===== src/hw/dra_pkg.sv =====
// Shared constants and types for the deviation and rate alarm evaluator.
// Assumes a 10 MHz clock and 32-bit AXI4-Lite register access.
package dra_pkg;
	// Register byte offsets
	localparam int          ADDR_W        = 8;
	localparam logic [7:0]  OFF_CTRL      = 8'h00;
	localparam logic [7:0]  OFF_CENTRE    = 8'h04;
	localparam logic [7:0]  OFF_BAND      = 8'h08;
	localparam logic [7:0]  OFF_HYST      = 8'h0C;
	localparam logic [7:0]  OFF_RLIMIT    = 8'h10;
	localparam logic [7:0]  OFF_SMOOTH    = 8'h14;
	localparam logic [7:0]  OFF_STATUS    = 8'h18;
	localparam logic [7:0]  OFF_INT_STAT  = 8'h1C;
	localparam logic [7:0]  OFF_INT_MASK  = 8'h20;
	localparam logic [7:0]  OFF_FILT      = 8'h24;
	localparam logic [7:0]  OFF_MEAS_RATE = 8'h28;
	// Control register fields
	localparam int          CTRL_TYPE_LSB = 0;
	localparam int          CTRL_BLOCK    = 3;
	localparam int          CTRL_SUPP     = 4;
	localparam int          CTRL_STBY     = 5;
	localparam int          CTRL_TB_LSB   = 8;
	// Status and interrupt bits
	localparam int          ST_ALARM      = 0;
	localparam int          ST_RAW        = 1;
	localparam int          ST_BLOCK      = 2;
	localparam int          ST_HIST       = 3;
	localparam int          INT_W         = 3;
	localparam int          INT_SET       = 0;
	localparam int          INT_CLR       = 1;
	localparam int          INT_BLK       = 2;
	// Reset values, tenths of a unit
	localparam logic [31:0] CENTRE_RST    = 32'h0000000A;
	localparam logic [31:0] BAND_RST      = 32'h0000000A;
	localparam logic [31:0] HYST_RST      = 32'h00000000;
	localparam logic [31:0] RLIMIT_RST    = 32'h0000000A;
	localparam logic [16:0] SMOOTH_RST    = 17'h00000;
	localparam logic [1:0]  TB_RST        = 2'h0;
	// Setting ranges, tenths
	localparam int          VAL_MIN       = -199990;
	localparam int          VAL_MAX       = 999990;
	localparam int          SMOOTH_MAX    = 99999;
	localparam int          SMOOTH_W      = 17;
	// Timing
	localparam int          CLK_HZ        = 10_000_000;
	localparam int          TICK_PERIOD_MS = 100;
	localparam int          TICK_CYCLES   = CLK_HZ / 1000 * TICK_PERIOD_MS;
	localparam int          TICKS_PER_SEC = 1000 / TICK_PERIOD_MS;
	localparam int          SEC_PER_MIN   = 60;
	localparam int          SEC_PER_HOUR  = 3600;
	// Bus answers
	localparam logic [1:0]  RESP_OKAY     = 2'h0;
	localparam logic [1:0]  RESP_SLVERR   = 2'h2;

	typedef enum logic [2:0] {ALM_OFF, ALM_HIGH, ALM_LOW, ALM_BAND, ALM_RISE, ALM_FALL} dra_alm_t;
	typedef enum logic [1:0] {TB_SEC, TB_MIN, TB_HOUR} dra_tb_t;
	typedef enum logic {PH_IDLE, PH_DIV} dra_phase_t;
endpackage


===== src/hw/dra_eval.sv =====
// Deviation and rate-of-change alarm evaluator with AXI4-Lite registers.
// Assumes pv_in and centre_wire are synchronous to mclk; one clock only.
`timescale 1ns/1ps
module dra_eval #(
	parameter int TICK_CYCLES_P = dra_pkg::TICK_CYCLES
) (
	input  wire logic                        mclk,
	input  wire logic                        reset,
	input  wire logic [dra_pkg::ADDR_W-1:0]  s_axi_awaddr,
	input  wire logic                        s_axi_awvalid,
	output logic                             s_axi_awready,
	input  wire logic [31:0]                 s_axi_wdata,
	input  wire logic [3:0]                  s_axi_wstrb,
	input  wire logic                        s_axi_wvalid,
	output logic                             s_axi_wready,
	output logic [1:0]                       s_axi_bresp,
	output logic                             s_axi_bvalid,
	input  wire logic                        s_axi_bready,
	input  wire logic [dra_pkg::ADDR_W-1:0]  s_axi_araddr,
	input  wire logic                        s_axi_arvalid,
	output logic                             s_axi_arready,
	output logic [31:0]                      s_axi_rdata,
	output logic [1:0]                       s_axi_rresp,
	output logic                             s_axi_rvalid,
	input  wire logic                        s_axi_rready,
	input  wire logic [31:0]                 pv_in,
	input  wire logic                        centre_wire_en,
	input  wire logic [31:0]                 centre_wire,
	output logic                             alarm,
	output logic                             irq
);
	import dra_pkg::*;
	localparam int TW = $clog2(TICK_CYCLES_P);

	if (TICK_CYCLES_P < 64) begin : g_chk
		$error("dra_eval: tick period shorter than one division");
	end

	typedef struct packed {
		logic             aw_have;
		logic [7:0]       aw_addr;
		logic             w_have;
		logic [31:0]      w_data;
		logic [3:0]       w_strb;
		logic             bvalid;
		logic [1:0]       bresp;
		logic             rvalid;
		logic [1:0]       rresp;
		logic [31:0]      rdata;
		dra_alm_t         atype;
		logic             block_en;
		logic             supp;
		logic             stby;
		dra_tb_t          tb;
		logic [31:0]      centre;
		logic [31:0]      band;
		logic [31:0]      hyst;
		logic [31:0]      rlimit;
		logic [16:0]      smooth;
		logic [INT_W-1:0] int_stat;
		logic [INT_W-1:0] int_mask;
		logic [TW-1:0]    tick_cnt;
		dra_phase_t       phase;
		logic             div_start;
		logic [31:0]      x;
		logic [31:0]      filt;
		logic             hist;
		logic [55:0]      rate;
		logic             raw;
		logic             block;
		logic             alarm;
		logic             irq;
	} dra_state_t;

	dra_state_t  s_q, s_d;
	logic [33:0] div_dvd;
	logic [16:0] div_den;
	logic        div_done;
	logic [33:0] div_q;

	function automatic logic [31:0] merge(input logic [31:0] old, input logic [31:0] nw,
	                                      input logic [3:0] strb);
		logic [31:0] r;
		r = old;
		for (int i = 0; i < 4; i++) begin
			if (strb[i]) r[8*i +: 8] = nw[8*i +: 8];
		end
		return r;
	endfunction

	function automatic logic [31:0] clamp(input logic [31:0] v, input int lo, input int hi);
		if ($signed(v) < lo) return 32'(lo);
		if ($signed(v) > hi) return 32'(hi);
		return v;
	endfunction

	function automatic logic signed [33:0] sx(input logic [31:0] v);
		return $signed({v[31], v[31], v});
	endfunction

	function automatic logic is_mapped(input logic [7:0] a);
		case ({a[7:2], 2'h0})
			OFF_CTRL, OFF_CENTRE, OFF_BAND, OFF_HYST, OFF_RLIMIT, OFF_SMOOTH,
			OFF_STATUS, OFF_INT_STAT, OFF_INT_MASK, OFF_FILT, OFF_MEAS_RATE: return 1'b1;
			default: return 1'b0;
		endcase
	endfunction

	function automatic logic [16:0] rate_mult(input dra_tb_t tb);
		case (tb)
			TB_MIN:  return 17'(TICKS_PER_SEC * SEC_PER_MIN);
			TB_HOUR: return 17'(TICKS_PER_SEC * SEC_PER_HOUR);
			default: return 17'(TICKS_PER_SEC);
		endcase
	endfunction

	function automatic logic [31:0] ctrl_img(input dra_state_t s);
		logic [31:0] r;
		r = '0;
		r[CTRL_TYPE_LSB +: 3] = s.atype;
		r[CTRL_BLOCK]         = s.block_en;
		r[CTRL_SUPP]          = s.supp;
		r[CTRL_STBY]          = s.stby;
		r[CTRL_TB_LSB +: 2]   = s.tb;
		return r;
	endfunction

	// Next-state logic: bus slave, settings, tick, evaluation, interrupts
	always_comb begin
		logic [31:0]        wv;
		logic signed [33:0] xv, hi_thr, lo_thr, hy;
		logic signed [55:0] rate_v, lim;
		logic               set_c, clr_c;
		logic [INT_W-1:0]   ev;
		wv = '0;
		xv = '0;
		hi_thr = '0;
		lo_thr = '0;
		hy = '0;
		rate_v = '0;
		lim = '0;
		set_c = 1'b0;
		clr_c = 1'b0;
		ev = '0;
		s_d = s_q;
		s_d.div_start = 1'b0;
		// Write channels taken independently, answered once both held
		if (s_axi_awvalid && s_axi_awready) begin
			s_d.aw_have = 1'b1;
			s_d.aw_addr = s_axi_awaddr;
		end
		if (s_axi_wvalid && s_axi_wready) begin
			s_d.w_have = 1'b1;
			s_d.w_data = s_axi_wdata;
			s_d.w_strb = s_axi_wstrb;
		end
		if (s_q.bvalid && s_axi_bready) s_d.bvalid = 1'b0;
		if (s_q.aw_have && s_q.w_have) begin
			s_d.aw_have = 1'b0;
			s_d.w_have  = 1'b0;
			s_d.bvalid  = 1'b1;
			s_d.bresp   = is_mapped(s_q.aw_addr) ? RESP_OKAY : RESP_SLVERR;
			case ({s_q.aw_addr[7:2], 2'h0})
				OFF_CTRL: begin
					wv = merge(ctrl_img(s_q), s_q.w_data, s_q.w_strb);
					if (wv[CTRL_TYPE_LSB +: 3] <= 3'h5) s_d.atype = dra_alm_t'(wv[CTRL_TYPE_LSB +: 3]);
					s_d.block_en = wv[CTRL_BLOCK];
					s_d.supp = wv[CTRL_SUPP];
					s_d.stby = wv[CTRL_STBY];
					if (wv[CTRL_TB_LSB +: 2] != 2'h3) s_d.tb = dra_tb_t'(wv[CTRL_TB_LSB +: 2]);
				end
				OFF_CENTRE: s_d.centre = clamp(merge(s_q.centre, s_q.w_data, s_q.w_strb), VAL_MIN, VAL_MAX);
				OFF_BAND:   s_d.band = clamp(merge(s_q.band, s_q.w_data, s_q.w_strb), VAL_MIN, VAL_MAX);
				OFF_HYST:   s_d.hyst = clamp(merge(s_q.hyst, s_q.w_data, s_q.w_strb), 0, VAL_MAX);
				OFF_RLIMIT: s_d.rlimit = clamp(merge(s_q.rlimit, s_q.w_data, s_q.w_strb), VAL_MIN, VAL_MAX);
				OFF_SMOOTH: begin
					wv = clamp(merge({15'h0, s_q.smooth}, s_q.w_data, s_q.w_strb), 0, SMOOTH_MAX);
					s_d.smooth = wv[16:0];
				end
				OFF_INT_STAT: if (s_q.w_strb[0]) s_d.int_stat = s_q.int_stat & ~s_q.w_data[INT_W-1:0];
				OFF_INT_MASK: if (s_q.w_strb[0]) s_d.int_mask = s_q.w_data[INT_W-1:0];
				default: ;
			endcase
		end
		// A wired centre source overrides bus writes
		if (centre_wire_en) s_d.centre = clamp(centre_wire, VAL_MIN, VAL_MAX);
		// Read channel, answered one cycle after the address
		if (s_q.rvalid && s_axi_rready) s_d.rvalid = 1'b0;
		if (s_axi_arvalid && s_axi_arready) begin
			s_d.rvalid = 1'b1;
			s_d.rresp  = is_mapped(s_axi_araddr) ? RESP_OKAY : RESP_SLVERR;
			case ({s_axi_araddr[7:2], 2'h0})
				OFF_CTRL:      s_d.rdata = ctrl_img(s_q);
				OFF_CENTRE:    s_d.rdata = s_q.centre;
				OFF_BAND:      s_d.rdata = s_q.band;
				OFF_HYST:      s_d.rdata = s_q.hyst;
				OFF_RLIMIT:    s_d.rdata = s_q.rlimit;
				OFF_SMOOTH:    s_d.rdata = {15'h0, s_q.smooth};
				OFF_STATUS:    s_d.rdata = {28'h0, s_q.hist, s_q.block, s_q.raw, s_q.alarm};
				OFF_INT_STAT:  s_d.rdata = {29'h0, s_q.int_stat};
				OFF_INT_MASK:  s_d.rdata = {29'h0, s_q.int_mask};
				OFF_FILT:      s_d.rdata = s_q.filt;
				OFF_MEAS_RATE: s_d.rdata = s_q.rate[31:0];
				default:       s_d.rdata = 32'h00000000;
			endcase
		end
		// Update tick divider
		s_d.tick_cnt = (s_q.tick_cnt == '0) ? TW'(TICK_CYCLES_P - 1) : s_q.tick_cnt - 1'b1;
		// One sample and one evaluation per tick
		case (s_q.phase)
			PH_IDLE: begin
				if (s_q.tick_cnt == '0) begin
					s_d.x = pv_in;
					s_d.div_start = 1'b1;
					s_d.phase = PH_DIV;
				end
			end
			PH_DIV: begin
				if (div_done) begin
					s_d.phase = PH_IDLE;
					// First-order smoothing step, 1/(N+1) per tick
					if (!s_q.hist) begin
						s_d.filt = s_q.x;
						s_d.hist = 1'b1;
						rate_v = '0;
					end else begin
						s_d.filt = s_q.filt + div_q[31:0];
						rate_v = $signed(div_q) * $signed({1'b0, rate_mult(s_q.tb)});
					end
					s_d.rate = rate_v;
					lim = $signed({{24{s_q.rlimit[31]}}, s_q.rlimit});
					xv = sx(s_q.x);
					hy = sx(s_q.hyst);
					hi_thr = sx(s_q.centre) + sx(s_q.band);
					lo_thr = sx(s_q.centre) - sx(s_q.band);
					case (s_q.atype)
						ALM_HIGH: begin
							set_c = xv > hi_thr;
							clr_c = xv < hi_thr - hy;
						end
						ALM_LOW: begin
							set_c = xv < lo_thr;
							clr_c = xv > lo_thr + hy;
						end
						ALM_BAND: begin
							set_c = (xv > hi_thr) || (xv < lo_thr);
							clr_c = (xv < hi_thr - hy) && (xv > lo_thr + hy);
						end
						ALM_RISE: begin
							set_c = rate_v > lim;
							clr_c = rate_v < lim;
						end
						ALM_FALL: begin
							set_c = -rate_v > lim;
							clr_c = -rate_v < lim;
						end
						default: begin
							set_c = 1'b0;
							clr_c = 1'b1;
						end
					endcase
					s_d.raw = s_q.raw ? !clr_c : set_c;
					if (!s_d.raw) s_d.block = 1'b0; // Working condition reached
				end
			end
			default: s_d.phase = PH_IDLE;
		endcase
		// Centre change re-arms blocking, after the clear so it wins
		if (s_q.block_en && s_d.centre != s_q.centre) begin
			s_d.block = 1'b1;
			ev[INT_BLK] = 1'b1;
		end
		s_d.alarm = s_d.raw && !(s_d.block && s_q.block_en) && !(s_q.stby && s_q.supp);
		ev[INT_SET] = s_d.alarm && !s_q.alarm;
		ev[INT_CLR] = !s_d.alarm && s_q.alarm;
		// Sticky events: a set in the clearing cycle survives
		s_d.int_stat = s_d.int_stat | ev;
		s_d.irq = |(s_d.int_stat & s_d.int_mask);
	end

	// State register with defaults on reset
	always_ff @(posedge mclk) begin
		if (reset) begin
			s_q        <= '0;
			s_q.atype  <= ALM_OFF;
			s_q.tb     <= dra_tb_t'(TB_RST);
			s_q.centre <= CENTRE_RST;
			s_q.band   <= BAND_RST;
			s_q.hyst   <= HYST_RST;
			s_q.rlimit <= RLIMIT_RST;
			s_q.smooth <= SMOOTH_RST;
			s_q.phase  <= PH_IDLE;
			s_q.block  <= 1'b1;
		end else begin
			s_q <= s_d;
		end
	end

	// Smoothing divider: (sample - filtered) / (period + 1)
	assign div_dvd = sx(s_q.x) - sx(s_q.filt);
	assign div_den = s_q.smooth + 17'h00001;

	dra_div #(.DW(34), .VW(SMOOTH_W)) u_div (
		.mclk     (mclk),
		.reset    (reset),
		.start    (s_q.div_start),
		.dividend (div_dvd),
		.divisor  (div_den),
		.done     (div_done),
		.quotient (div_q)
	);

	// Handshake and result outputs
	assign s_axi_awready = !s_q.aw_have && !s_q.bvalid;
	assign s_axi_wready  = !s_q.w_have && !s_q.bvalid;
	assign s_axi_arready = !s_q.rvalid;
	assign s_axi_bvalid  = s_q.bvalid;
	assign s_axi_bresp   = s_q.bresp;
	assign s_axi_rvalid  = s_q.rvalid;
	assign s_axi_rdata   = s_q.rdata;
	assign s_axi_rresp   = s_q.rresp;
	assign alarm         = s_q.alarm;
	assign irq           = s_q.irq;

	// Checks on settings, evaluation outcomes and reset defaults
	logic        ev_now;
	logic [55:0] lim_x;
	assign ev_now = (s_q.phase == PH_DIV) && div_done;
	assign lim_x  = {{24{s_q.rlimit[31]}}, s_q.rlimit};
endmodule


===== src/hw/dra_div.sv =====
// Serial signed-by-unsigned divider, one quotient bit per clock.
// Assumes a non-zero divisor and that start is only raised while idle.
`timescale 1ns/1ps
module dra_div #(
	parameter int DW = 34,
	parameter int VW = 17
) (
	input  wire logic          mclk,
	input  wire logic          reset,
	input  wire logic          start,
	input  wire logic [DW-1:0] dividend,
	input  wire logic [VW-1:0] divisor,
	output logic               done,
	output logic [DW-1:0]      quotient
);
	import dra_pkg::*;
	localparam int CW = $clog2(DW + 1);

	if (DW < 2 || VW < 1) begin : g_chk
		$error("dra_div: widths too small");
	end

	typedef struct packed {
		logic          busy;
		logic          done;
		logic          neg;
		logic [CW-1:0] cnt;
		logic [VW:0]   rem;
		logic [DW-1:0] acc;
		logic [VW-1:0] den;
		logic [DW-1:0] quo;
	} dra_div_st_t;

	dra_div_st_t s_q, s_d;

	// Restoring division on the magnitude, sign applied at the end
	always_comb begin
		logic [VW:0] trial;
		trial = '0;
		s_d = s_q;
		s_d.done = 1'b0;
		if (start && !s_q.busy) begin
			s_d.busy = 1'b1;
			s_d.neg  = dividend[DW-1];
			s_d.acc  = dividend[DW-1] ? (~dividend + 1'b1) : dividend;
			s_d.den  = divisor;
			s_d.rem  = '0;
			s_d.cnt  = CW'(DW);
		end else if (s_q.busy) begin
			trial = {s_q.rem[VW-1:0], s_q.acc[DW-1]};
			s_d.acc = {s_q.acc[DW-2:0], 1'b0};
			if (trial >= {1'b0, s_q.den}) begin
				s_d.rem = trial - {1'b0, s_q.den};
				s_d.acc[0] = 1'b1;
			end else begin
				s_d.rem = trial;
			end
			s_d.cnt = s_q.cnt - 1'b1;
			if (s_q.cnt == CW'(1)) begin
				s_d.busy = 1'b0;
				s_d.done = 1'b1;
				s_d.quo  = s_q.neg ? (~s_d.acc + 1'b1) : s_d.acc;
			end
		end
	end

	// State register
	always_ff @(posedge mclk) begin
		if (reset) begin
			s_q <= '0;
		end else begin
			s_q <= s_d;
		end
	end

	assign done     = s_q.done;
	assign quotient = s_q.quo;
endmodule


===== config.mk =====
export PLATFORM = sky130hd
export DESIGN_NAME = dra_eval
export DESIGN_NICKNAME = d
export VERILOG_FILES = /design/src/hw/dra_pkg.sv /design/src/hw/dra_eval.sv /design/src/hw/dra_div.sv
export SDC_FILE = /design/constraint.sdc
export NUM_CORES = 2
export LEC_CHECK = 0
export BUFFER_PORTS_ARGS = -buffer_cell sky130_fd_sc_hd__buf_2
export CAP_MARGIN = 40
export CELL_PAD_IN_SITES_DETAIL_PLACEMENT = 1
export CELL_PAD_IN_SITES_GLOBAL_PLACEMENT = 1
export CORE_MARGIN = 3
export CORE_UTILIZATION = 45
export CTS_BUF_LIST = sky130_fd_sc_hd__clkbuf_4 sky130_fd_sc_hd__clkbuf_8
export DETAILED_ROUTE_END_ITERATION = 16
export GPL_ROUTABILITY_DRIVEN = 1
export GPL_TIMING_DRIVEN = 1
export HOLD_SLACK_MARGIN = 0.1
export PLACE_DENSITY = 0.82
export SLEW_MARGIN = 30
export SYNTH_ARGS = -nofsm -noshare
export SYNTH_HDL_FRONTEND = slang
export SYNTH_SLANG_ARGS = --single-unit
export TNS_END_PERCENT = 50

===== constraint.sdc =====
create_clock -name mclk -period 10.83 [get_ports mclk]
set_input_delay 0.5415 -clock mclk [delete_from_list [all_inputs] [get_ports mclk]]
set_output_delay 0.5415 -clock mclk [all_outputs]
set_load 0.1 [all_outputs]

==> flow_summary.yaml <==
cts:
  clockRootBuffer: "clkbuf_8"
  clkLatencyLatePin_ps: 870
  cts_tree: "yes"
  cts_made_buffers: 94
  clkTransAtPathRegs_ps: 60
  h-tree-depth: 3
  clockBufferDepth: 3
  cts.sinks: 471
logic_synthesis:
  synth_cell_types: 117
  seq_area_frac_synth_pct: 17.3
  async_flop_share_pct: 0
  synth_ff_type: "dfxtp_1"
  ys_ff_latch: 471
  synth_cells: 7073
  yosysWarnings: 0
  synth_area_per_cell_sq_um: 7.71
  netlist_area_sq_um: 54600
  synth_edf_count: 0
timing:
  tightest_slew_ps: 1120
  setup_viol: 6
  rsz0062_at_grt: "true"
  skew_ps: 73.2
  finalMaxSlewViolations: 0
  relSlewSlack_pct: 25.2
  finalCritPeriodShare_pct: 104
  hold_viol_final: 0
  fmax_mhz: 88.9
  finalCriticalPeriod_ps: 11250
  setup_slack_ps: -422
final_layout:
  fin_util_pct: 52.4
  fin_nets: 8514
  postLayoutCellArea_sq_um: 63000
  nFillCells: 14800
  layout_common_cells: "inv_1 (867), ha_1 (660), nand2_1 (577)"
  drive_gt1_share_pct: 12.9
  layout_commonest_cell: "inv_1"
  syn2layout_area_growth_pct: 15.5
  instances_no_fill: 9147
placement:
  numPortBuffers: 160
  place_area_sq_um: 58700
  dpl.hpwl_mm: 187
  dp_cells: 8842
  gp_congestion: 0.999
power_and_ir_drop:
  powerDensity_nw_per_um2: 161
  clkPwrFrac_pct: 22.6
  irDropWorstVdd_uv: 238
  seq_power_share_pct: 21.4
  p_switching_w: 0.00485
  switching_share_pct: 47.9
  total_power_w: 0.0101
  pwr-share-comb_pct: 56.0
  p_leak_nw: 29.1
  intPower_w: 0.00528
setup_path:
  crit_top_cell: "fa_1"
  end_kind: "register"
  slowest_delay_ps: 630
  cp_slowest_cell: "fa_1"
  path_class: "register to register"
  crit_fanout: 9
  required_ps: 11500
  start_kind: "register"
  crit_arrival_ps: 11930
die:
  initial_utilization_pct: 45.4
  io_pins: 167
  fp.dieW_um: 354
  die_h_um: 354
  coreArea_sq_um: 120000
  die-area_sq_um: 125000
  rows: 127
route:
  wl_mm: 248
  vias: 57900
  routedWlPerCell_um: 27.1
  vias_per_cell: 6.33
  drc: 0
  drt_first_pass_iters: 6
  ant_nets: 0
  detailedRoute.firstIterationViolations: 5585
global_route:
  grt_pass1_wl_mm: 368
  antenna_found_initial: 14
  grt_overflow_total: 0
  grt_pass1_vias: 60000
  track_usage_pct: 37.9
  grt_max_degree: 75
outcome:
  violations: "setup timing"
  outcome: "finished, violations left"
hold_path:
  holdCritPathClass: "input port to register"
flow_run:
  drv_cap: 0
layer usage:
layer | share of wire, % | global-route usage, % | vias up
li1 | - | - | 25400
met1 | 40 | 47.8 | 28800
met2 | 45 | 61.3 | 2772
met3 | 8.1 | 6.91 | 856
met4 | 6.9 | 20.9 | 4
met5 | 0.0093 | 0 | -
logic make-up (layout without fill, tap and decap cells):
kind of cell	Yosys count	after routing	synth area share, %
buffers and inverters	1232	1685	8.76
adder cells (fa/ha/maj)	947	947	25.3
multiplexers	63	63	1.35
other	1	10	0.00687
AND/OR/NAND/NOR	2154	2154	19.2
flip-flops	471	471	17.3
XOR/XNOR	335	335	5.38
AO/OA/AOI/OAI	1870	1870	22.7
critical path, delay by kind of cell, from the launching register on:
family / cells / cell delay [ps]
XOR/XNOR: 1 / 150
multiplexers: 1 / 310
adder cells (fa/ha/maj): 9 / 3970
AO/OA/AOI/OAI: 12 / 2370
AND/OR/NAND/NOR: 13 / 3160
buffers and inverters: 8 / 720
flip-flops: 1 / 380
final timing paths:
kind                   startpoint  endpoint  slack (ps)  depth (start not counted)
setup / recovery         s_q[298]  s_q[151]        -420                         44
hold / removal    centre_wire[18]  s_q[284]         190                          3
setup reg to reg         s_q[298]  s_q[151]        -420                         44
hold reg to reg          s_q[344]  s_q[344]         450                          2
synthesized netlist by cell type, types with 104 or more instances:
master,number,area share [%]
dfxtp_1,471,17
nand3_1,128,1.2
xor2_1,150,2.4
nor3_1,191,1.8
xnor2_1,185,3.0
o21ai_0,314,2.9
clkbuf_1,286,2.0
and2_1,104,1.2
nand2_1,592,4.1
fa_1,264,9.7
a211oi_1,139,1.9
ha_1,677,16
a21o_1,141,1.9
a21oi_1,528,4.8
nor2_1,573,3.9
inv_1,881,6.1
nand2b_1,108,1.2
per-stage QoR:
step                setup WS, ps  hold slack, ps  TNS [ps]
global route                -634             175     -3530
floorplan                   42.3             436         0
CTS                        -64.0             138      -165
global placement            -606             440     -2480
detailed placement          -737             445     -3410
finish                      -422             188     -2110
power by group through the flow:
stage          sequential (W)  clock, W  combinational (W)
2_1_floorplan         0.00207         0            0.00394
3_3_place_gp          0.00217         0            0.00520
3_5_place_dp          0.00218         0            0.00541
4_1_cts               0.00215   0.00229            0.00550
5_1_grt               0.00218   0.00237            0.00613
6_report              0.00216   0.00229            0.00568
flip-flops by register name, summed over array words and instances, names as in the netlist, 32 cells and up:
name	count
lim_x	32
s_axi_rdata	32
s_q	290
u_div.quotient	34
u_div.s_q	76
timing repair:
action                                  4_1_cts  5_1_grt
cloned                                        2        0
endpoints found under the setup margin        6        6
pin swaps                                    65       44
endpoints found under the hold margin        84        0
buffers inserted                             23        8
hold buffers                                 86        0
gates resized for setup                     135       38
cell type report:
| type | count | area, sq um | share of cell area, % |
|---|---|---|---|
| Multi-Input combinational cell | 5371 | 41200 | 65.3 |
| Sequential cell | 471 | 9450 | 15.0 |
| Timing Repair Buffer | 628 | 4770 | 7.56 |
| Inverter | 883 | 3310 | 5.26 |
| Tap cell | 1612 | 2020 | 3.20 |
| Clock buffer | 144 | 1880 | 2.98 |
| Clock inverter | 30 | 407 | 0.645 |
| Antenna cell | 8 | 20.0 | 0.0318 |
Note: power is estimated with default switching activity, not from simulation.
